<file path="src/core/trmss_consts.vh">
// Offsets, field positions, reset values and timing counts of the register group.
`ifndef TRMSS_CONSTS_VH
`define TRMSS_CONSTS_VH
`define TRMSS_OFF_REF_CTRL      8'h03
`define TRMSS_OFF_DELTA_LO      8'h04
`define TRMSS_OFF_DELTA_HI      8'h05
`define TRMSS_OFF_SPREAD_CTRL   8'h06
`define TRMSS_BIT_LOSS_RB       7
`define TRMSS_BIT_FREEZE        6
`define TRMSS_BIT_CLEAR         5
`define TRMSS_BIT_SIGN          7
`define TRMSS_BIT_PIN_RB_HI     5
`define TRMSS_BIT_PIN_RB_LO     4
`define TRMSS_BIT_PLL_SRC       3
`define TRMSS_BIT_PIN_OVR       2
`define TRMSS_BIT_SEL_HI        1
`define TRMSS_BIT_SEL_LO        0
`define TRMSS_RST_FREEZE        1'h0
`define TRMSS_RST_CLEAR         1'h0
`define TRMSS_RST_PLL_SRC       1'h0
`define TRMSS_RST_PIN_OVR       1'h0
`define TRMSS_RST_DELTA         16'h0000
`define TRMSS_SPREAD_OFF        2'h0
`define TRMSS_SPREAD_03         2'h1
`define TRMSS_SPREAD_RSVD       2'h2
`define TRMSS_SPREAD_05         2'h3
`define TRMSS_DELTA_STEP_PPB    763
`define TRMSS_REF_HZ            25000000
`define TRMSS_CLK_HZ            250000000
`define TRMSS_WIN_NS            1310720
`define TRMSS_WIN_CYC           ((`TRMSS_WIN_NS / 4))
`define TRMSS_NOMINAL_EDGES     32'h00008000
`define TRMSS_STRAP_WAIT        2'h2
`endif

</file>
<file path="src/core/trmss_freq_cmp.v">
// Frequency comparison counter producing the signed reference delta.
`timescale 1ns/1ps
`include "trmss_consts.vh"
module trmss_freq_cmp
#(
    parameter WIN_CYC = `TRMSS_WIN_CYC,
    parameter NOMINAL = `TRMSS_NOMINAL_EDGES
)
(
    // Clock and reset.
    input  wire        clk_i,
    input  wire        rst_n_i,
    // Synchronised reference level.
    input  wire        ref_lvl_i,
    // Result.
    output reg  [15:0] delta_o,
    output reg         delta_vld_o
);
    reg  [31:0] win_q;
    reg  [31:0] edges_q;
    reg         ref_prev_q;
    wire        rise = ref_lvl_i & ~ref_prev_q;
    wire [31:0] total = edges_q + {31'h00000000, rise};
    wire [31:0] diff  = total - NOMINAL;

    // Counts reference rising edges over a fixed window and reports the
    // difference from the nominal count; one count is one delta step.
    // An edge in the closing cycle still counts toward its own window.
    always @(posedge clk_i)
    begin
        if (!rst_n_i)
        begin
            win_q       <= 32'h00000000;
            edges_q     <= 32'h00000000;
            ref_prev_q  <= 1'h0;
            delta_o     <= `TRMSS_RST_DELTA;
            delta_vld_o <= 1'h0;
        end
        else
        begin
            ref_prev_q  <= ref_lvl_i;
            delta_vld_o <= 1'h0;
            if (win_q >= WIN_CYC - 1)
            begin
                win_q       <= 32'h00000000;
                edges_q     <= 32'h00000000;
                delta_o     <= diff[15:0];
                delta_vld_o <= 1'h1;
            end
            else
            begin
                win_q   <= win_q + 32'h00000001;
                edges_q <= edges_q + {31'h00000000, rise};
            end
        end
    end
endmodule

</file>
<file path="src/core/trmss_regs.v">
// Timing-reference monitor and spread-spectrum control register group.
`timescale 1ns/1ps
`include "trmss_consts.vh"
// The serial protocol engine hands over one byte access per strobe.
// A write strobe takes effect at the clock edge that samples it, so a
// read taken one cycle later already sees the new value.
// A read strobe is answered one cycle later by a one-cycle valid pulse.
// The read data stays on its port until the next read replaces it.
// Offsets outside the four mapped bytes read as zero and drop writes.
// Every pin input crosses into this clock domain through two flip-flops.
// Pin readbacks therefore trail the pin by two cycles, plus one more
// cycle until they stand on the read data port.
// The spread select takes the settled pin state once, a few cycles
// after reset release, and software may overwrite it afterwards.
// A write to the spread byte before that moment wins over the strap.
// The frequency comparison counts rising reference edges over a fixed
// window of local clock cycles and subtracts the nominal edge count.
// The default window makes one count equal to one delta step.
// A shorter window keeps the nominal edge count, so the result is offset, not scaled; it suits simulation.
// The window length is a parameter so that a test can shorten it.
// The result reaches the delta bytes as one 16-bit word, so the low
// and high byte always belong to the same window.
// Software still needs the freeze bit, because its two byte reads are
// separate transfers and a window may close between them.
// The clear bit forces the delta to zero on every cycle it is set.
// Clear wins over freeze, so a frozen zero stays zero until released.
// The clear bit does not release itself; software must write it back.
// The effective spread code follows the pin unless the override is set.
// The selectable outputs get the spread code only at their high rate;
// at the low rate they always receive the off code.
// The sync flag drops whenever the filter PLL feeds the spread PLL,
// since the outputs then need not stay aligned with one another.
// Every output of this module comes straight from a flip-flop, so the
// clock path sees no decode glitches from the register logic.
// The source and override bits reset to zero on every reset.
// The delta word is a two's complement number, so a reference that
// runs slow reads back with the sign bit set.
// Reserved bits of the mapped bytes read as zero and ignore writes.
// Read-only bits likewise ignore writes; only the control bits hold
// state that software can change.
module trmss_regs
#(
    parameter WIN_CYC = `TRMSS_WIN_CYC
)
(
    // Clock and reset.
    input  wire       REF_CLK_I,
    input  wire       RST_N_I,
    // Byte access from the serial protocol engine.
    input  wire [7:0] BYTE_ADDR_I,
    input  wire [7:0] BYTE_WDATA_I,
    input  wire       BYTE_WR_I,
    input  wire       BYTE_RD_I,
    output reg  [7:0] BYTE_RDATA_O,
    output reg        BYTE_RVLD_O,
    // Device pins.
    input  wire       REF_LOSS_INDICATOR_PIN_I,
    input  wire [1:0] SPREAD_ENABLE_PIN_I,
    input  wire       PLATFORM_TIMING_REFERENCE_I,
    input  wire       SELECTABLE_FREQ_SELECT_I,
    // Controls to the clock paths.
    output reg  [1:0] FIXED_HUNDRED_SPREAD_O,
    output reg  [1:0] SELECTABLE_OUTPUTS_SPREAD_O,
    output reg        SPREAD_PLL_SOURCE_O,
    output reg        OUTPUT_SYNC_VALID_O
);
    // Pin synchronisers, two stages each.
    reg        loss_s1_q;
    reg        loss_s2_q;
    reg  [1:0] spr_s1_q;
    reg  [1:0] spr_s2_q;
    reg        ref_s1_q;
    reg        ref_s2_q;
    reg        fsel_s1_q;
    reg        fsel_s2_q;

    // Register state. The strap counter only runs in the first cycles
    // after reset release and then rests at its final value.
    reg        freeze_q;
    reg        clear_q;
    reg        pll_src_q;
    reg        pin_ovr_q;
    reg  [1:0] spread_select_q;
    reg        strap_done_q;
    reg  [1:0] strap_cnt_q;
    reg  [15:0] freq_delta_value_q;

    wire [15:0] cmp_delta;
    wire        cmp_vld;
    wire        ref_loss_pin_readback = loss_s2_q;
    wire [1:0]  spread_pin_readback   = spr_s2_q;
    wire        freq_delta_sign = freq_delta_value_q[`TRMSS_BIT_SIGN + 8];
    reg  [1:0]  spread_eff;
    reg  [7:0]  rdata_d;

    // Write decodes, one per writable byte; the read side decodes in the
    // mux below.
    wire        wr_ref_ctrl    = BYTE_WR_I &&
                                 BYTE_ADDR_I == `TRMSS_OFF_REF_CTRL;
    wire        wr_spread_ctrl = BYTE_WR_I &&
                                 BYTE_ADDR_I == `TRMSS_OFF_SPREAD_CTRL;

    // Two flip-flops before any logic reads a pin. Only the second stage
    // is read by the logic below, so a metastable first stage never
    // reaches a decision. The reference clock goes through the same pair
    // because it is asynchronous to the local clock as well.
    always @(posedge REF_CLK_I)
    begin
        if (!RST_N_I)
        begin
            loss_s1_q <= 1'h0;
            loss_s2_q <= 1'h0;
            spr_s1_q  <= 2'h0;
            spr_s2_q  <= 2'h0;
            ref_s1_q  <= 1'h0;
            ref_s2_q  <= 1'h0;
            fsel_s1_q <= 1'h0;
            fsel_s2_q <= 1'h0;
        end
        else
        begin
            loss_s1_q <= REF_LOSS_INDICATOR_PIN_I;
            loss_s2_q <= loss_s1_q;
            spr_s1_q  <= SPREAD_ENABLE_PIN_I;
            spr_s2_q  <= spr_s1_q;
            ref_s1_q  <= PLATFORM_TIMING_REFERENCE_I;
            ref_s2_q  <= ref_s1_q;
            fsel_s1_q <= SELECTABLE_FREQ_SELECT_I;
            fsel_s2_q <= fsel_s1_q;
        end
    end

    // Frequency comparison; one count of its result is one delta step.
    // The reference is sampled by the local clock, which runs ten times
    // faster, so every reference edge is seen at least once.
    trmss_freq_cmp
    #(
        .WIN_CYC (WIN_CYC)
    )
    u_cmp
    (
        .clk_i       (REF_CLK_I),
        .rst_n_i     (RST_N_I),
        .ref_lvl_i   (ref_s2_q),
        .delta_o     (cmp_delta),
        .delta_vld_o (cmp_vld)
    );

    // Writable control bits; the spread select takes the pin strap once
    // the synchroniser has settled after reset release. The strap waits
    // a fixed number of cycles rather than for a pin change, because a
    // pin held steady through reset would otherwise never be taken.
    // A write to the spread byte ends the strap window at once.
    always @(posedge REF_CLK_I)
    begin
        if (!RST_N_I)
        begin
            freeze_q        <= `TRMSS_RST_FREEZE;
            clear_q         <= `TRMSS_RST_CLEAR;
            pll_src_q       <= `TRMSS_RST_PLL_SRC;
            pin_ovr_q       <= `TRMSS_RST_PIN_OVR;
            spread_select_q <= `TRMSS_SPREAD_OFF;
            strap_done_q    <= 1'h0;
            strap_cnt_q     <= 2'h0;
        end
        else
        begin
            if (!strap_done_q)
            begin
                if (strap_cnt_q == `TRMSS_STRAP_WAIT)
                begin
                    spread_select_q <= spread_pin_readback;
                    strap_done_q    <= 1'h1;
                end
                else
                    strap_cnt_q <= strap_cnt_q + 2'h1;
            end
            if (wr_ref_ctrl)
            begin
                freeze_q <= BYTE_WDATA_I[`TRMSS_BIT_FREEZE];
                clear_q  <= BYTE_WDATA_I[`TRMSS_BIT_CLEAR];
            end
            if (wr_spread_ctrl)
            begin
                pll_src_q <= BYTE_WDATA_I[`TRMSS_BIT_PLL_SRC];
                pin_ovr_q <= BYTE_WDATA_I[`TRMSS_BIT_PIN_OVR];
                spread_select_q <=
                    BYTE_WDATA_I[`TRMSS_BIT_SEL_HI:`TRMSS_BIT_SEL_LO];
                strap_done_q <= 1'h1;
            end
        end
    end

    // Delta bytes: clear wins, freeze holds, else both bytes load at once.
    // A result that arrives while frozen is dropped, not queued, so the
    // first update after release comes from the next full window.
    // Clear is tested first so that it wins over freeze.
    always @(posedge REF_CLK_I)
    begin
        if (!RST_N_I)
            freq_delta_value_q <= `TRMSS_RST_DELTA;
        else if (clear_q)
            freq_delta_value_q <= `TRMSS_RST_DELTA;
        else if (!freeze_q && cmp_vld)
            freq_delta_value_q <= cmp_delta;
    end

    // Effective spread setting: pin unless overridden by the register.
    // A reserved code passes through as it stands.
    // The override bit alone decides; the two codes are never mixed.
    always @*
    begin
        if (pin_ovr_q)
            spread_eff = spread_select_q;
        else
            spread_eff = spread_pin_readback;
    end

    // Read data mux; reserved bits and unmapped offsets read zero.
    // The mux is decoded from the live address; only the registered copy
    // taken at a read strobe reaches the port.
    always @*
    begin
        rdata_d = 8'h00;
        case (BYTE_ADDR_I)
            `TRMSS_OFF_REF_CTRL:
            begin
                rdata_d[`TRMSS_BIT_LOSS_RB] = ref_loss_pin_readback;
                rdata_d[`TRMSS_BIT_FREEZE]  = freeze_q;
                rdata_d[`TRMSS_BIT_CLEAR]   = clear_q;
            end
            `TRMSS_OFF_DELTA_LO:
                rdata_d = freq_delta_value_q[7:0];
            `TRMSS_OFF_DELTA_HI:
                rdata_d = {freq_delta_sign, freq_delta_value_q[14:8]};
            `TRMSS_OFF_SPREAD_CTRL:
            begin
                rdata_d[`TRMSS_BIT_PIN_RB_HI:`TRMSS_BIT_PIN_RB_LO] =
                    spread_pin_readback;
                rdata_d[`TRMSS_BIT_PLL_SRC] = pll_src_q;
                rdata_d[`TRMSS_BIT_PIN_OVR] = pin_ovr_q;
                rdata_d[`TRMSS_BIT_SEL_HI:`TRMSS_BIT_SEL_LO] =
                    spread_select_q;
            end
            default:
                rdata_d = 8'h00;
        endcase
    end

    // Registered read answer; the data is kept until the next read so a
    // slow protocol engine can pick it up at leisure.
    always @(posedge REF_CLK_I)
    begin
        if (!RST_N_I)
        begin
            BYTE_RDATA_O <= 8'h00;
            BYTE_RVLD_O  <= 1'h0;
        end
        else
        begin
            BYTE_RVLD_O <= BYTE_RD_I;
            if (BYTE_RD_I)
                BYTE_RDATA_O <= rdata_d;
        end
    end

    // Clock path controls, registered so the clock generator never sees
    // a glitch from the decode logic. The selectable outputs lose the
    // spread code whenever their frequency select asks for the low rate.
    always @(posedge REF_CLK_I)
    begin
        if (!RST_N_I)
        begin
            FIXED_HUNDRED_SPREAD_O      <= `TRMSS_SPREAD_OFF;
            SELECTABLE_OUTPUTS_SPREAD_O <= `TRMSS_SPREAD_OFF;
            SPREAD_PLL_SOURCE_O         <= `TRMSS_RST_PLL_SRC;
            OUTPUT_SYNC_VALID_O         <= 1'h1;
        end
        else
        begin
            FIXED_HUNDRED_SPREAD_O <= spread_eff;
            SELECTABLE_OUTPUTS_SPREAD_O <=
                fsel_s2_q ? `TRMSS_SPREAD_OFF : spread_eff;
            SPREAD_PLL_SOURCE_O <= pll_src_q;
            OUTPUT_SYNC_VALID_O <= ~pll_src_q;
        end
    end
endmodule

</file>
<file path="config.mk">
export PLATFORM = sky130hd
export DESIGN_NAME = trmss_regs
export DESIGN_NICKNAME = d
export VERILOG_FILES = /design/src/core/trmss_freq_cmp.v /design/src/core/trmss_regs.v
export VERILOG_INCLUDE_DIRS = /design/src /design/src/core
export SDC_FILE = /design/constraint.sdc
export NUM_CORES = 1
export LEC_CHECK = 0
export BUFFER_PORTS_ARGS = -buffer_cell sky130_fd_sc_hd__buf_2
export CORE_MARGIN = 5
export CORE_UTILIZATION = 45
export CTS_BUF_LIST = sky130_fd_sc_hd__clkbuf_4
export DETAILED_ROUTE_END_ITERATION = 12
export MAX_ROUTING_LAYER = met4
export PLACE_DENSITY = 0.65
export SLEW_MARGIN = 20
export SYNTH_ARGS = -nofsm -noshare
export SYNTH_HDL_FRONTEND = slang
export SYNTH_SLANG_ARGS = --single-unit
</file>
<file path="constraint.sdc">
create_clock -name REF_CLK_I -period 1.9 [get_ports REF_CLK_I]
set_clock_uncertainty 0.15 [all_clocks]
set_input_delay 0.285 -clock REF_CLK_I [delete_from_list [all_inputs] [get_ports REF_CLK_I]]
set_output_delay 0.285 -clock REF_CLK_I [all_outputs]
set_load 0.1 [all_outputs]
</file>
# [After elaboration in Yosys (flattened, before gate mapping)]
# Index checks and enable logic that the tools add are counted.
[word_totals] reg_bits=132 latchBits=0 mem_bits_rw=0 mem_bits_ro=0 output_inout_bits=15 wordCells=65 mem_count=0
[op_classes] addsub=4 multipliers=0 n_div=0 n_lt_le_gt_ge=1 eq_ne=6 n_shift=0 mux=11 n_bitwise=6 n_reduce_logical=10
[op_table] operator="$add A32 B1 Y32" n=1
[op_table] operator="$add A32 B1 Y32 const B" n=1
[op_table] operator="$ge A32 B19 Y1 const B" n=1
[op_table] operator="$eq A8 B3 Y1 const B" n=3
[op_table] operator="$sub A16 B16 Y16 const B" n=1
[op_table] operator="$pmux W5 S3" n=1
[op_table] operator="$eq A8 B2 Y1 const B" n=1
[op_table] operator="$mux W2" n=4
[op_table] operator="$pmux W2 S3" n=1
[op_table] operator="$reduce_or A2 Y1" n=3
[op_table] operator="$not A1 Y1" n=5
[op_table] operator="$mux W1" n=4
[op_table] operator="$pmux W1 S4" n=1
[op_table] operator="$reduce_and A2 Y1" n=2
[op_table] operator="$logic_and A1 B1 Y1" n=3
[op_table] operator="$add A2 B1 Y2 const B" n=1
[op_table] operator="$eq A2 B2 Y1 const B" n=1
[op_table] operator="$ne A2 B1 Y1 const B" n=1
[op_table] operator="$reduce_bool A2 Y1" n=1
[op_table] operator="$and A1 B1 Y1" n=1
[op_table] operator="$logic_not A1 Y1" n=1

# [Depth between registers and ports, before layout]
# Gate-level depths: netlist (run 1).
[logic_depth] depth_word=4 ltp_mapped=8

# [Hierarchy]
# Synthesis (run 1) repeated with hierarchy kept, for this count alone.
[hier_totals] cells_unflattened=472 hier_area_um2=4555.6
[by_module_without_submodules] mod="trmss_freq_cmp" n_inst=1 cells_each=270 area_each_um2=2615.0 seq_area_each_um2=1321.3
[by_module_without_submodules] mod="trmss_regs" n_inst=1 cells_each=202 area_each_um2=1940.6 seq_area_each_um2=1001.0

# [Worst setup path after synthesis (run 1)]
# OpenSTA, ideal clock, no wires.
[synth_path] path_type="register to register" start="reg ref_s2_q" end="reg u_cmp.delta_o[14]" setup_ps=125 arrival_time_ps=1634 t_required_ps=1625 setup_slack_ps=-9 stages_incl_launch_ff=9 synth_period_minus_slack_ps=1909 cell_sequence="dfxtp_1 > nor2b_1 > ha_1 > ha_1 > and4_1 > and3_1 > and3_1 > xnor2_1 > a21oi_1"
[synth_between] elab_chain_cells=3
[synth_rtl] element="start, declared" line_no="trmss_regs.v:73" source="reg ref_s2_q;"
[synth_rtl] element="start signal, assigned" line_no="trmss_regs.v:127" source="ref_s2_q <= ref_s1_q;"
[synth_rtl] element="$and A1 B1 Y1" line_no="trmss_freq_cmp.v:22" source="wire rise = ref_lvl_i & ~ref_prev_q;"
[synth_rtl] element="$add A32 B1 Y32" line_no="trmss_freq_cmp.v:23" source="wire [31:0] total = edges_q + {31'h00000000, rise};"
[synth_rtl] element="$sub A16 B16 Y16" line_no="trmss_freq_cmp.v:24" source="wire [31:0] diff = total - NOMINAL;"
[synth_rtl] element="end signal, assigned" line_no="trmss_freq_cmp.v:36" source="delta_o <= `TRMSS_RST_DELTA;"
[synth_rtl] element="end signal, assigned" line_no="trmss_freq_cmp.v:47" source="delta_o <= diff[15:0];"
[synth_rtl] element="end, declared" line_no="trmss_freq_cmp.v:16" source="output reg [15:0] delta_o,"
# No other way between the ends.
# A chain may end at the register's enable or synchronous reset.

# [Worst setup path after layout (run 1)]
# Same ends and word-level chain as after synthesis.

==> run_summary.xml, run 1 <==
<?xml version="1.0" encoding="UTF-8"?>
<metrics>
  <group name="outcome">
    <metric name="status" unit="">finished clean</metric>
  </group>
  <group name="power">
    <metric name="power.sequential.fraction" unit="%">54.0</metric>
    <metric name="power.switching_fraction" unit="%">22.3</metric>
    <metric name="pwr-share-comb" unit="%">5.5</metric>
    <metric name="design_power_total" unit="mW">4.67</metric>
    <metric name="share_clk_of_total_power" unit="%">40.5</metric>
    <metric name="switchingPower" unit="mW">1.04</metric>
    <metric name="internal-power" unit="mW">3.63</metric>
    <metric name="static_leakage" unit="nW">2.17</metric>
    <metric name="power.ir.vdd_worst" unit="µV">747</metric>
    <metric name="power_density" unit="nW/µm²">862</metric>
  </group>
  <group name="timing">
    <metric name="post-route-period-util" unit="%">97.6</metric>
    <metric name="unrepaired_setup_endpoints_after_global_routing" unit="">true</metric>
    <metric name="clock.fmax" unit="MHz">539</metric>
    <metric name="fin_crit" unit="ps">1850</metric>
    <metric name="worst_slew_margin" unit="%">58.7</metric>
    <metric name="setup_viol" unit="">0</metric>
    <metric name="timing_hold_violations_final" unit="">0</metric>
    <metric name="slew_violations" unit="">0</metric>
    <metric name="final_critical_path_setup_slack" unit="ps">45.9</metric>
    <metric name="worst_pin_slew" unit="ps">619</metric>
  </group>
  <group name="clocking">
    <metric name="worstSkewPairLatency" unit="ps">490</metric>
    <metric name="h-tree-depth" unit="">4</metric>
    <metric name="numCtsBuffers" unit="">17</metric>
    <metric name="cts.clk_slew.worst_paths" unit="ps">100</metric>
    <metric name="ctsRootBufferMaster" unit="">sky130_fd_sc_hd__clkbuf_4</metric>
    <metric name="clkSinkCount" unit="">116</metric>
    <metric name="cts.path.max_buffers" unit="">2</metric>
    <metric name="tritoncts" unit="">yes</metric>
  </group>
  <group name="placement">
    <metric name="port_buffers" unit="">37</metric>
    <metric name="dpl_cell_area" unit="µm²">4830</metric>
    <metric name="detailedPlace.worstSlack" unit="ps">-80.7</metric>
    <metric name="globalplace.congestion" unit="">0.792</metric>
    <metric name="hpwl" unit="µm">6040</metric>
  </group>
  <group name="routing">
    <metric name="avgRoutedWirePerCell" unit="µm">13.0</metric>
    <metric name="route.antenna.remaining_nets" unit="">0</metric>
    <metric name="first_pass_iters" unit="">4</metric>
    <metric name="routed-via-count" unit="">3280</metric>
    <metric name="routed_wl" unit="µm">8750</metric>
    <metric name="detail_route.drc_violations" unit="">0</metric>
    <metric name="via_per_inst" unit="">4.87</metric>
    <metric name="drt_iter0_markers" unit="">122</metric>
  </group>
  <group name="layout">
    <metric name="antenna_cells_inserted" unit="">0</metric>
    <metric name="fin_util" unit="%">58.1</metric>
    <metric name="area.growth.synth_to_final" unit="%">24.9</metric>
    <metric name="drive_above_1_share" unit="%">25.1</metric>
    <metric name="final_net_count" unit="">563</metric>
    <metric name="final_design_area_no_fill" unit="µm²">5420</metric>
  </group>
  <group name="die">
    <metric name="floorplan.core_area" unit="µm²">9330</metric>
    <metric name="die_w" unit="µm">108</metric>
    <metric name="row_count" unit="">35</metric>
    <metric name="floorplan.initialDensity" unit="%">46.5</metric>
    <metric name="io_pins" unit="">40</metric>
    <metric name="die-area" unit="µm²">11700</metric>
    <metric name="die-height" unit="µm">108</metric>
  </group>
  <group name="global_routing">
    <metric name="grt_start_max_net_pins" unit="">31</metric>
    <metric name="global_route.overflow_total" unit="">0</metric>
    <metric name="antenna_found_initial" unit="">0</metric>
    <metric name="grt_first_pass_wirelength" unit="µm">14300</metric>
    <metric name="vias_in_the_first_global_route" unit="">3185</metric>
    <metric name="gr-usage-all-layers" unit="%">16.0</metric>
  </group>
  <group name="setup_path">
    <metric name="endpoint_kind" unit="">flip-flop</metric>
    <metric name="arrival" unit="ps">2090</metric>
    <metric name="worstPathMaxFanout" unit="">3</metric>
    <metric name="worstSetupPathType" unit="">flip-flop to flip-flop</metric>
    <metric name="worst_setup_path_start_kind" unit="">flip-flop</metric>
    <metric name="worst_ep_required_time" unit="ps">2130</metric>
  </group>
  <group name="logic_synthesis">
    <metric name="yosys_warnings" unit="">0</metric>
    <metric name="synthesis.area_per_instance" unit="µm²">9.79</metric>
    <metric name="post_synth_instance_area" unit="µm²">4340</metric>
    <metric name="share_of_synthesized_area_occupied_by_flip_flops_and_latches" unit="%">53.5</metric>
    <metric name="synthCells" unit="">443</metric>
    <metric name="biggest_area_contributors_in_the_synthesized_netlist" unit="">sky130_fd_sc_hd__dfxtp_1, sky130_fd_sc_hd__nor2_1, sky130_fd_sc_hd__mux2i_1</metric>
    <metric name="ys_seq_elements" unit="">116</metric>
    <metric name="synth_top_cell_by_area" unit="">sky130_fd_sc_hd__dfxtp_1</metric>
    <metric name="netlist.area_leader.share" unit="%">53.5</metric>
    <metric name="synth.distinct_cells" unit="">42</metric>
  </group>
  <group name="worst_hold_path">
    <metric name="min-delay-path-class" unit="">input port to flip-flop</metric>
  </group>
  <group name="flow_run">
    <metric name="max-cap-violations" unit="">0</metric>
  </group>
</metrics>
-- registers in the layout, summed over array words and instances, names as in the netlist, 2 cells and up --
name	count
spr_s2_q	2
SELECTABLE_OUTPUTS_SPREAD_O	2
u_cmp.delta_o	16
FIXED_HUNDRED_SPREAD_O	2
spread_select_q	2
spr_s1_q	2
strap_cnt_q	2
BYTE_RDATA_O	8
u_cmp.win_q	32
u_cmp.edges_q	16
freq_delta_value_q	16
-- cells in the mapped netlist --
cell / instances
sky130_fd_sc_hd__dfxtp_1: 116
sky130_fd_sc_hd__nor2_1: 63
sky130_fd_sc_hd__nand2_1: 50
sky130_fd_sc_hd__a21oi_1: 24
sky130_fd_sc_hd__mux2i_1: 19
sky130_fd_sc_hd__xor2_1: 16
sky130_fd_sc_hd__xnor2_1: 15
sky130_fd_sc_hd__and2_1: 14
sky130_fd_sc_hd__nand4_1: 11
sky130_fd_sc_hd__inv_1: 10
sky130_fd_sc_hd__a211oi_2: 9
sky130_fd_sc_hd__nand3_1: 9
sky130_fd_sc_hd__o21ai_0: 9
sky130_fd_sc_hd__and3_1: 8
sky130_fd_sc_hd__clkbuf_1: 8
sky130_fd_sc_hd__nor2_2: 7
sky130_fd_sc_hd__a22o_1: 5
sky130_fd_sc_hd__nor3_1: 5
sky130_fd_sc_hd__and4_1: 4
sky130_fd_sc_hd__buf_6: 4
sky130_fd_sc_hd__ha_1: 4
sky130_fd_sc_hd__nor2b_1: 4
sky130_fd_sc_hd__nor4_1: 4
sky130_fd_sc_hd__a211oi_1: 3
sky130_fd_sc_hd__buf_1: 2
sky130_fd_sc_hd__buf_2: 2
sky130_fd_sc_hd__nand2b_1: 2
sky130_fd_sc_hd__o2bb2ai_1: 2
sky130_fd_sc_hd__a2bb2oi_1: 1
sky130_fd_sc_hd__a311o_2: 1
sky130_fd_sc_hd__buf_8: 1
sky130_fd_sc_hd__conb_1: 1
sky130_fd_sc_hd__nand4_2: 1
sky130_fd_sc_hd__nand4_4: 1
sky130_fd_sc_hd__nor3_2: 1
sky130_fd_sc_hd__nor3_4: 1
sky130_fd_sc_hd__nor4b_4: 1
sky130_fd_sc_hd__o21bai_4: 1
sky130_fd_sc_hd__o22ai_1: 1
sky130_fd_sc_hd__o32a_1: 1
sky130_fd_sc_hd__or2_2: 1
sky130_fd_sc_hd__or4_1: 1
-- cell usage in the layout, fill, tap and decap left out, types with 9 or more instances in the layout --
master and count:
sky130_fd_sc_hd__a211oi_2 9, sky130_fd_sc_hd__a21oi_1 24, sky130_fd_sc_hd__and2_1 14, sky130_fd_sc_hd__buf_2 37
sky130_fd_sc_hd__buf_4 24, sky130_fd_sc_hd__clkbuf_4 18, sky130_fd_sc_hd__conb_1 13, sky130_fd_sc_hd__dfxtp_1 109
sky130_fd_sc_hd__dlygate4sd3_1 12, sky130_fd_sc_hd__inv_1 10, sky130_fd_sc_hd__mux2i_1 19, sky130_fd_sc_hd__nand2_1 50
sky130_fd_sc_hd__nand4_1 11, sky130_fd_sc_hd__nor2_1 62, sky130_fd_sc_hd__xnor2_1 14, sky130_fd_sc_hd__xor2_1 16
-- through the flow --
step                instances  hold slack, ps  TNS, ps
finish                    674            32.3        0
global route              674            6.56     -332
CTS                       670            1.77    -15.9
detailed placement        628             265     -265
global placement          628             259    -73.0
floorplan                 455             240        0
-- power groups by stage --
| stage | logic [mW] | registers (mW) | clock network (mW) |
|---|---|---|---|
| after floorplan | 0.144 | 2.59 | 0 |
| after global placement | 0.227 | 2.57 | 0 |
| after detailed placement | 0.235 | 2.57 | 0 |
| after CTS | 0.256 | 2.52 | 1.94 |
| after global routing | 0.285 | 2.53 | 2.07 |
| final | 0.258 | 2.52 | 1.89 |
-- kinds of logic after synthesis --
family,Yosys count,synth area share (%)
simple gates,188,21.7
flops,116,53.5
compound gates,57,9.60
xor+xnor,31,6.26
buf+inv,27,3.34
mux,19,4.38
fa+ha+maj,4,1.15
other cells,1,0.0864
-- metal layers --
layer | share of wire (%) | vias up | track usage, % | wire length, µm
met5 | 0 | - | - | 0
met4 | 1.1 | 0 | 5.14 | 93
met3 | 4.6 | 8 | 5.43 | 405
met2 | 50 | 49 | 26.2 | 4360
met1 | 44 | 1549 | 18.6 | 3890
li1 | - | 1674 | - | -
-- repair_timing --
action | CTS | global route
gates cloned | 0 | 2
pin swaps | 1 | 14
endpoints found under the hold margin | 12 | 0
resized for setup | 3 | 25
setup buffers | 0 | 2
hold buffers | 12 | 0
setup endpoints to repair | 10 | 49
-- worst paths after layout --
path / start / end / slack [ps] / cells after the start
hold reg to reg: fsel_s2_q$_SDFF_PN0_ / SELECTABLE_OUTPUTS_SPREAD_O[0]$_SDFF_PP0_ / 280 / 1
setup reg to reg: ref_s2_q$_SDFF_PN0_ / u_cmp.delta_o[14]$_SDFFE_PN0P_ / 50 / 8
hold / removal: RST_N_I / BYTE_RVLD_O$_SDFF_PN0_ / 30 / 3
setup / recovery: ref_s2_q$_SDFF_PN0_ / u_cmp.delta_o[14]$_SDFFE_PN0P_ / 50 / 8
-- layout make-up --
cell class	count	area, µm²
fillers	842	3910
flip-flops and latches	116	2330
multi-input cells	312	2010
repair buffers	77	576
clock inverters	12	164
well taps	129	161
clock buffers	18	135
inverters	10	37.5
-- worst max-delay path, stage by stage, from the launching register on --
cell,delay (ps)
sky130_fd_sc_hd__dfxtp_2,340
sky130_fd_sc_hd__nor2b_4,150
sky130_fd_sc_hd__ha_4,160
sky130_fd_sc_hd__ha_4,120
sky130_fd_sc_hd__and4_4,230
sky130_fd_sc_hd__and3_4,210
sky130_fd_sc_hd__and3_4,190
sky130_fd_sc_hd__xnor2_2,110
sky130_fd_sc_hd__a21oi_1,80
(Power assumes the default switching activity.)
==> run 2, diff against run 1 <==
--- a/config.mk
+++ b/config.mk
@@ -15,2 +15,3 @@
 export PLACE_DENSITY = 0.65
+export SKIP_CTS_REPAIR_TIMING = 1
 export SLEW_MARGIN = 20
@@ -19 +20,2 @@
 export SYNTH_SLANG_ARGS = --single-unit
+export TNS_END_PERCENT = 50
==> constraint.sdc (replaced) <==
create_clock -name REF_CLK_I -period 1.9 [get_ports REF_CLK_I]
set_clock_uncertainty 0.15 [all_clocks]
set_input_delay 0.38 -clock REF_CLK_I [delete_from_list [all_inputs] [get_ports REF_CLK_I]]
set_output_delay 0.38 -clock REF_CLK_I [all_outputs]
set_load 0.1 [all_outputs]
==> run 2 against run 1 <==
  * The flow now finishes with violations (setup timing)
  * Die area did not move
  * Critical path depth down 2
  * Highest routed layer unchanged
  * Power shrank 5.5%
  * Cell area down 0.48%
  * Sequential share of layout area grew 0.26 points
  * Hold slack lost 13 ps
  * Clock-buffer cell count stayed put
==> run_summary.xml, run 2 (synthesis results as in run 1) <==
<?xml version="1.0" encoding="UTF-8"?>
<metrics>
  <group name="worst_hold_path">
    <metric name="min-delay-path-class" unit="">input port to flip-flop</metric>
  </group>
  <group name="timing">
    <metric name="timing.setup.tns" unit="ps">-14.4</metric>
    <metric name="unrepaired_setup_endpoints_after_global_routing" unit="">true</metric>
    <metric name="slew_violations" unit="">0</metric>
    <metric name="clock.fmax" unit="MHz">524</metric>
    <metric name="worst_slew_margin" unit="%">65.5</metric>
    <metric name="fin_crit" unit="ps">1910</metric>
    <metric name="timing_hold_violations_final" unit="">0</metric>
    <metric name="setup_viol" unit="">2</metric>
    <metric name="final_critical_path_setup_slack" unit="ps">-7.76</metric>
    <metric name="worst_pin_slew" unit="ps">516</metric>
    <metric name="post-route-period-util" unit="%">100</metric>
  </group>
  <group name="power">
    <metric name="power.ir.vdd_worst" unit="µV">573</metric>
    <metric name="switchingPower" unit="mW">1.06</metric>
    <metric name="internal-power" unit="mW">3.36</metric>
    <metric name="power_density" unit="nW/µm²">819</metric>
    <metric name="power.sequential.fraction" unit="%">57.0</metric>
    <metric name="static_leakage" unit="nW">2.14</metric>
    <metric name="share_clk_of_total_power" unit="%">37.1</metric>
    <metric name="pwr-share-comb" unit="%">5.9</metric>
    <metric name="power.switching_fraction" unit="%">23.9</metric>
    <metric name="design_power_total" unit="mW">4.41</metric>
  </group>
  <group name="layout">
    <metric name="fin_util" unit="%">57.8</metric>
    <metric name="largest-register" unit="">u_cmp.win_q</metric>
    <metric name="most-common-layout-cells" unit="">sky130_fd_sc_hd__dfxtp_1, sky130_fd_sc_hd__nor2_1, sky130_fd_sc_hd__nand2_1</metric>
    <metric name="final_design_area_no_fill" unit="µm²">5390</metric>
    <metric name="area.growth.synth_to_final" unit="%">24.3</metric>
    <metric name="final_net_count" unit="">560</metric>
    <metric name="drive_above_1_share" unit="%">26.1</metric>
    <metric name="final_common_cell" unit="">sky130_fd_sc_hd__dfxtp_1</metric>
    <metric name="largest_reg_flops" unit="">32</metric>
  </group>
  <group name="setup_path">
    <metric name="r2r_slack" unit="ps">-8</metric>
    <metric name="arrival" unit="ps">2140</metric>
    <metric name="worstSetupPathType" unit="">flip-flop to flip-flop</metric>
    <metric name="timing.critical_path.slowest_cell_delay" unit="ps">480</metric>
    <metric name="cp_cell_sequence" unit="">nor4_2, nand4_1, a311o_2, buf_12, mux2i_1, nor2_1</metric>
    <metric name="timing.critical_path.max_delay_family" unit="">simple AND/OR/NAND/NOR gates</metric>
    <metric name="endpoint_kind" unit="">flip-flop</metric>
    <metric name="worst_ep_required_time" unit="ps">2140</metric>
    <metric name="worstPathMaxFanout" unit="">8</metric>
    <metric name="buf_inv_on_cp" unit="">1</metric>
    <metric name="cell_with_the_biggest_individual_delay_on_the_critical_path" unit="">sky130_fd_sc_hd__a311o_2</metric>
    <metric name="worst_setup_path_start_kind" unit="">flip-flop</metric>
  </group>
  <group name="global_routing">
    <metric name="gr-usage-all-layers" unit="%">15.9</metric>
    <metric name="global_route.overflow_total" unit="">0</metric>
    <metric name="grt_first_pass_wirelength" unit="µm">14500</metric>
    <metric name="grt_start_max_net_pins" unit="">33</metric>
    <metric name="antenna_found_initial" unit="">0</metric>
    <metric name="vias_in_the_first_global_route" unit="">3227</metric>
  </group>
  <group name="placement">
    <metric name="port_buffers" unit="">37</metric>
    <metric name="globalplace.congestion" unit="">0.791</metric>
    <metric name="dpl_cell_area" unit="µm²">4820</metric>
    <metric name="hpwl" unit="µm">5950</metric>
    <metric name="detailedPlace.worstSlack" unit="ps">-142</metric>
  </group>
  <group name="routing">
    <metric name="drt_iter0_markers" unit="">129</metric>
    <metric name="route.antenna.remaining_nets" unit="">0</metric>
    <metric name="routed_wl" unit="µm">9070</metric>
    <metric name="avgRoutedWirePerCell" unit="µm">13.5</metric>
    <metric name="first_pass_iters" unit="">4</metric>
    <metric name="routed-via-count" unit="">3272</metric>
    <metric name="via_per_inst" unit="">4.85</metric>
    <metric name="detail_route.drc_violations" unit="">0</metric>
  </group>
  <group name="clocking">
    <metric name="h-tree-depth" unit="">4</metric>
    <metric name="tritoncts" unit="">yes</metric>
    <metric name="numCtsBuffers" unit="">17</metric>
    <metric name="ctsRootBufferMaster" unit="">sky130_fd_sc_hd__clkbuf_4</metric>
    <metric name="cts.clk_slew.worst_paths" unit="ps">100</metric>
    <metric name="cts.path.max_buffers" unit="">2</metric>
    <metric name="worstSkewPairLatency" unit="ps">490</metric>
    <metric name="clkSinkCount" unit="">116</metric>
  </group>
  <group name="outcome">
    <metric name="status" unit="">finished with violations</metric>
    <metric name="failing_checks" unit="">setup timing</metric>
  </group>
  <group name="die">
    <metric name="io_pins" unit="">40</metric>
    <metric name="die_w" unit="µm">108</metric>
    <metric name="floorplan.initialDensity" unit="%">46.5</metric>
    <metric name="die-area" unit="µm²">11700</metric>
    <metric name="row_count" unit="">35</metric>
    <metric name="floorplan.core_area" unit="µm²">9330</metric>
    <metric name="die-height" unit="µm">108</metric>
  </group>
  <group name="flow_run">
    <metric name="max-cap-violations" unit="">0</metric>
  </group>
</metrics>
run 2: cell types whose count changed in the layout (fill, tap and decap cells not counted), moves of 2 or more:
cell,previous run,this run
sky130_fd_sc_hd__buf_4,24,22
sky130_fd_sc_hd__dlygate4sd3_1,12,10
sky130_fd_sc_hd__clkinv_1,2,5
sky130_fd_sc_hd__o21ai_2,0,4
sky130_fd_sc_hd__bufinv_16,4,2
sky130_fd_sc_hd__o21ai_1,4,0
run 2: path summary, 6_finish.rpt:
| path | startpoint | to | depth (start not counted) |
|---|---|---|---|
| hold / removal | BYTE_WDATA_I[1] | spread_select_q[1]$_SDFFE_PN0P_ | 3 |
| hold reg to reg | fsel_s2_q$_SDFF_PN0_ | SELECTABLE_OUTPUTS_SPREAD_O[1]$_SDFF_PP0_ | 1 |
| setup reg to reg | u_cmp.win_q[28]$_SDFF_PP0_ | u_cmp.delta_o[0]$_SDFFE_PN0P_ | 6 |
| setup / recovery | u_cmp.win_q[28]$_SDFF_PP0_ | u_cmp.delta_o[0]$_SDFFE_PN0P_ | 6 |
run 2: worst min-delay path: cells and delay by family:
kind | cells | cell delay [ps]
buf+inv | 1 | 100
simple gates | 1 | 100
compound gates | 1 | 50
run 2: final cells by class:
type / instances / area [µm²]
Antenna cell: 1 / 2.50
Clock buffer: 18 / 135
Clock inverter: 14 / 119
Inverter: 10 / 37.5
Tap cell: 129 / 161
Multi-Input combinational cell: 312 / 2050
Sequential cell: 116 / 2330
Fill cell: 832 / 3940
Timing Repair Buffer: 74 / 552
run 2: power by group through the flow:
stage,Sequential (mW),Combinational (mW),Clock (mW)
after CTS,2.51,0.241,1.68
after detailed placement,2.57,0.240,0
final,2.52,0.261,1.64
after global routing,2.52,0.295,1.80
after floorplan,2.59,0.144,0
after global placement,2.57,0.229,0
run 2: metal layers:
layer	up-vias	GRT usage, %	routed length (µm)
met5	-	-	0
met4	0	5.50	95
met3	12	4.06	399
met2	50	26.7	4560
met1	1537	18.7	4020
li1	1673	-	-
run 2: stage by stage:
stage                     hold WS, ps  std cells
after floorplan                   240        455
after global placement            256        626
after detailed placement          258        626
after CTS                       -91.1        658
after global routing             5.00        673
final                            18.9        674
==> run 3, diff against run 2 <==
Settings changed: ABC_CLOCK_PERIOD_IN_PS from default to 1900, HOLD_SLACK_MARGIN from default to 0.05.
==> run 3 against run 2 <==
  * The run still ends with setup timing left
  * Cell count rose by 0.15%
  * Die area is the same
  * Sequential power barely moved
  * Sequential share of layout area fell by 0.080 points
  * Cell area is 0.19% higher
  * Highest routed layer unchanged
==> run_summary.xml, run 3 (synthesis results as in run 1) <==
<?xml version="1.0" encoding="UTF-8"?>
<metrics>
  <group name="outcome">
    <metric name="status" unit="">finished with violations</metric>
    <metric name="failing_checks" unit="">setup timing</metric>
  </group>
  <group name="layout">
    <metric name="area.growth.synth_to_final" unit="%">24.5</metric>
    <metric name="largest-register" unit="">u_cmp.win_q</metric>
    <metric name="largest_reg_flops" unit="">32</metric>
    <metric name="drive_above_1_share" unit="%">26.1</metric>
    <metric name="most-common-layout-cells" unit="">sky130_fd_sc_hd__dfxtp_1, sky130_fd_sc_hd__nor2_1, sky130_fd_sc_hd__nand2_1</metric>
    <metric name="final_design_area_no_fill" unit="µm²">5400</metric>
    <metric name="final_common_cell" unit="">sky130_fd_sc_hd__dfxtp_1</metric>
    <metric name="final_net_count" unit="">561</metric>
    <metric name="fin_util" unit="%">57.9</metric>
    <metric name="fin_cells" unit="">675</metric>
  </group>
  <group name="global_routing">
    <metric name="grt_use_met2" unit="%">26.7</metric>
    <metric name="gr-usage-all-layers" unit="%">15.9</metric>
    <metric name="antenna_found_initial" unit="">0</metric>
    <metric name="layer_with_the_highest_usage_after_global_routing" unit="">met2</metric>
    <metric name="gr-usage-met1" unit="%">18.7</metric>
    <metric name="global_route.overflow_total" unit="">0</metric>
    <metric name="grt_start_max_net_pins" unit="">33</metric>
    <metric name="grt_first_pass_wirelength" unit="µm">14500</metric>
    <metric name="vias_in_the_first_global_route" unit="">3227</metric>
    <metric name="gr-usage-met3" unit="%">4.06</metric>
  </group>
  <group name="routing">
    <metric name="first_pass_iters" unit="">4</metric>
    <metric name="drt_iter0_markers" unit="">134</metric>
    <metric name="routed_wl" unit="µm">9070</metric>
    <metric name="route.antenna.remaining_nets" unit="">0</metric>
    <metric name="via_per_inst" unit="">4.85</metric>
    <metric name="avgRoutedWirePerCell" unit="µm">13.4</metric>
    <metric name="detail_route.drc_violations" unit="">0</metric>
    <metric name="routed-via-count" unit="">3277</metric>
  </group>
  <group name="clocking">
    <metric name="worstSkewPairLatency" unit="ps">490</metric>
    <metric name="cts.path.max_buffers" unit="">2</metric>
    <metric name="clkSinkCount" unit="">116</metric>
    <metric name="h-tree-depth" unit="">4</metric>
    <metric name="cts.clk_slew.worst_paths" unit="ps">100</metric>
    <metric name="numCtsBuffers" unit="">17</metric>
    <metric name="tritoncts" unit="">yes</metric>
    <metric name="ctsRootBufferMaster" unit="">sky130_fd_sc_hd__clkbuf_4</metric>
  </group>
  <group name="power">
    <metric name="static_leakage" unit="nW">2.14</metric>
    <metric name="power.ir.vdd_worst" unit="µV">573</metric>
    <metric name="power_density" unit="nW/µm²">817</metric>
  </group>
  <group name="timing">
    <metric name="worst_pin_slew" unit="ps">516</metric>
    <metric name="final_critical_path_setup_slack" unit="ps">-7.60</metric>
    <metric name="timing.setup.tns" unit="ps">-13.3</metric>
    <metric name="timing_hold_violations_final" unit="">0</metric>
    <metric name="worst_slew_margin" unit="%">65.5</metric>
    <metric name="slew_violations" unit="">0</metric>
    <metric name="unrepaired_setup_endpoints_after_global_routing" unit="">true</metric>
    <metric name="clock.fmax" unit="MHz">524</metric>
    <metric name="post-route-period-util" unit="%">100</metric>
    <metric name="setup_viol" unit="">2</metric>
    <metric name="fin_crit" unit="ps">1910</metric>
  </group>
  <group name="placement">
    <metric name="hpwl" unit="µm">5950</metric>
    <metric name="placedCellCount" unit="">626</metric>
    <metric name="globalplace.congestion" unit="">0.791</metric>
    <metric name="port_buffers" unit="">37</metric>
    <metric name="dpl_cell_area" unit="µm²">4820</metric>
  </group>
  <group name="die">
    <metric name="io_pins" unit="">40</metric>
    <metric name="die_w" unit="µm">108</metric>
    <metric name="floorplan.core_area" unit="µm²">9330</metric>
    <metric name="row_count" unit="">35</metric>
    <metric name="die-height" unit="µm">108</metric>
    <metric name="die-area" unit="µm²">11700</metric>
    <metric name="floorplan.initialDensity" unit="%">46.5</metric>
  </group>
  <group name="flow_run">
    <metric name="max-cap-violations" unit="">0</metric>
  </group>
  <group name="setup_path">
    <metric name="endpoint_kind" unit="">flip-flop</metric>
    <metric name="worstSetupPathType" unit="">flip-flop to flip-flop</metric>
    <metric name="arrival" unit="ps">2140</metric>
    <metric name="worstPathMaxFanout" unit="">8</metric>
    <metric name="worst_setup_path_start_kind" unit="">flip-flop</metric>
    <metric name="worst_ep_required_time" unit="ps">2140</metric>
  </group>
  <group name="worst_hold_path">
    <metric name="min-delay-path-class" unit="">input port to flip-flop</metric>
  </group>
</metrics>
[run 3: layout make-up]
type | instances | area, µm²
Inverter | 10 | 37.5
Antenna cell | 1 | 2.50
Clock buffer | 18 | 135
Multi-Input combinational cell | 312 | 2050
Timing Repair Buffer | 75 | 562
Clock inverter | 14 | 119
Sequential cell | 116 | 2330
Tap cell | 129 | 161
Fill cell | 831 | 3930
[run 3: final timing paths]
kind	start	to	slack (ps)	cells after the start
worst max-delay path	u_cmp.win_q[28]$_SDFF_PP0_	u_cmp.delta_o[0]$_SDFFE_PN0P_	-8	6
worst max register to register	u_cmp.win_q[28]$_SDFF_PP0_	u_cmp.delta_o[0]$_SDFFE_PN0P_	-8	6
worst min register to register	fsel_s2_q$_SDFF_PN0_	SELECTABLE_OUTPUTS_SPREAD_O[1]$_SDFF_PP0_	270	1
worst min-delay path	BYTE_RD_I	BYTE_RVLD_O$_SDFF_PN0_	100	3
[run 3: critical path, stage by stage (launching register included)]
cell	delay [ps]
sky130_fd_sc_hd__dfxtp_2	330
sky130_fd_sc_hd__nor4_2	280
sky130_fd_sc_hd__nand4_1	170
sky130_fd_sc_hd__a311o_2	480
sky130_fd_sc_hd__buf_12	180
sky130_fd_sc_hd__mux2i_1	160
sky130_fd_sc_hd__nor2_1	60
[run 3: stage by stage]
step,setup slack [ps],hold WS (ps),total power [mW]
CTS,-172,-91.1,4.43
finish,-7.60,100,4.42
detailed placement,-142,258,2.81
floorplan,4.61,240,2.73
global route,-92.8,79.6,4.63
global placement,-97.8,256,2.80
[run 3: metal layers]
| metal | part of all wire, % | vias up |
|---|---|---|
| li1 | - | 1675 |
| met1 | 44 | 1542 |
| met2 | 50 | 48 |
| met3 | 4.3 | 12 |
| met4 | 1.0 | 0 |
| met5 | 0 | - |
[run 3: power by group]
group	total (mW)	leakage (nW)	internal, mW	switching (mW)
Clock	1.64	0.139	0.760	0.877
Sequential	2.52	0.946	2.49	0.0282
Combinational	0.262	1.05	0.112	0.151
Total	4.42	2.14	3.36	1.06
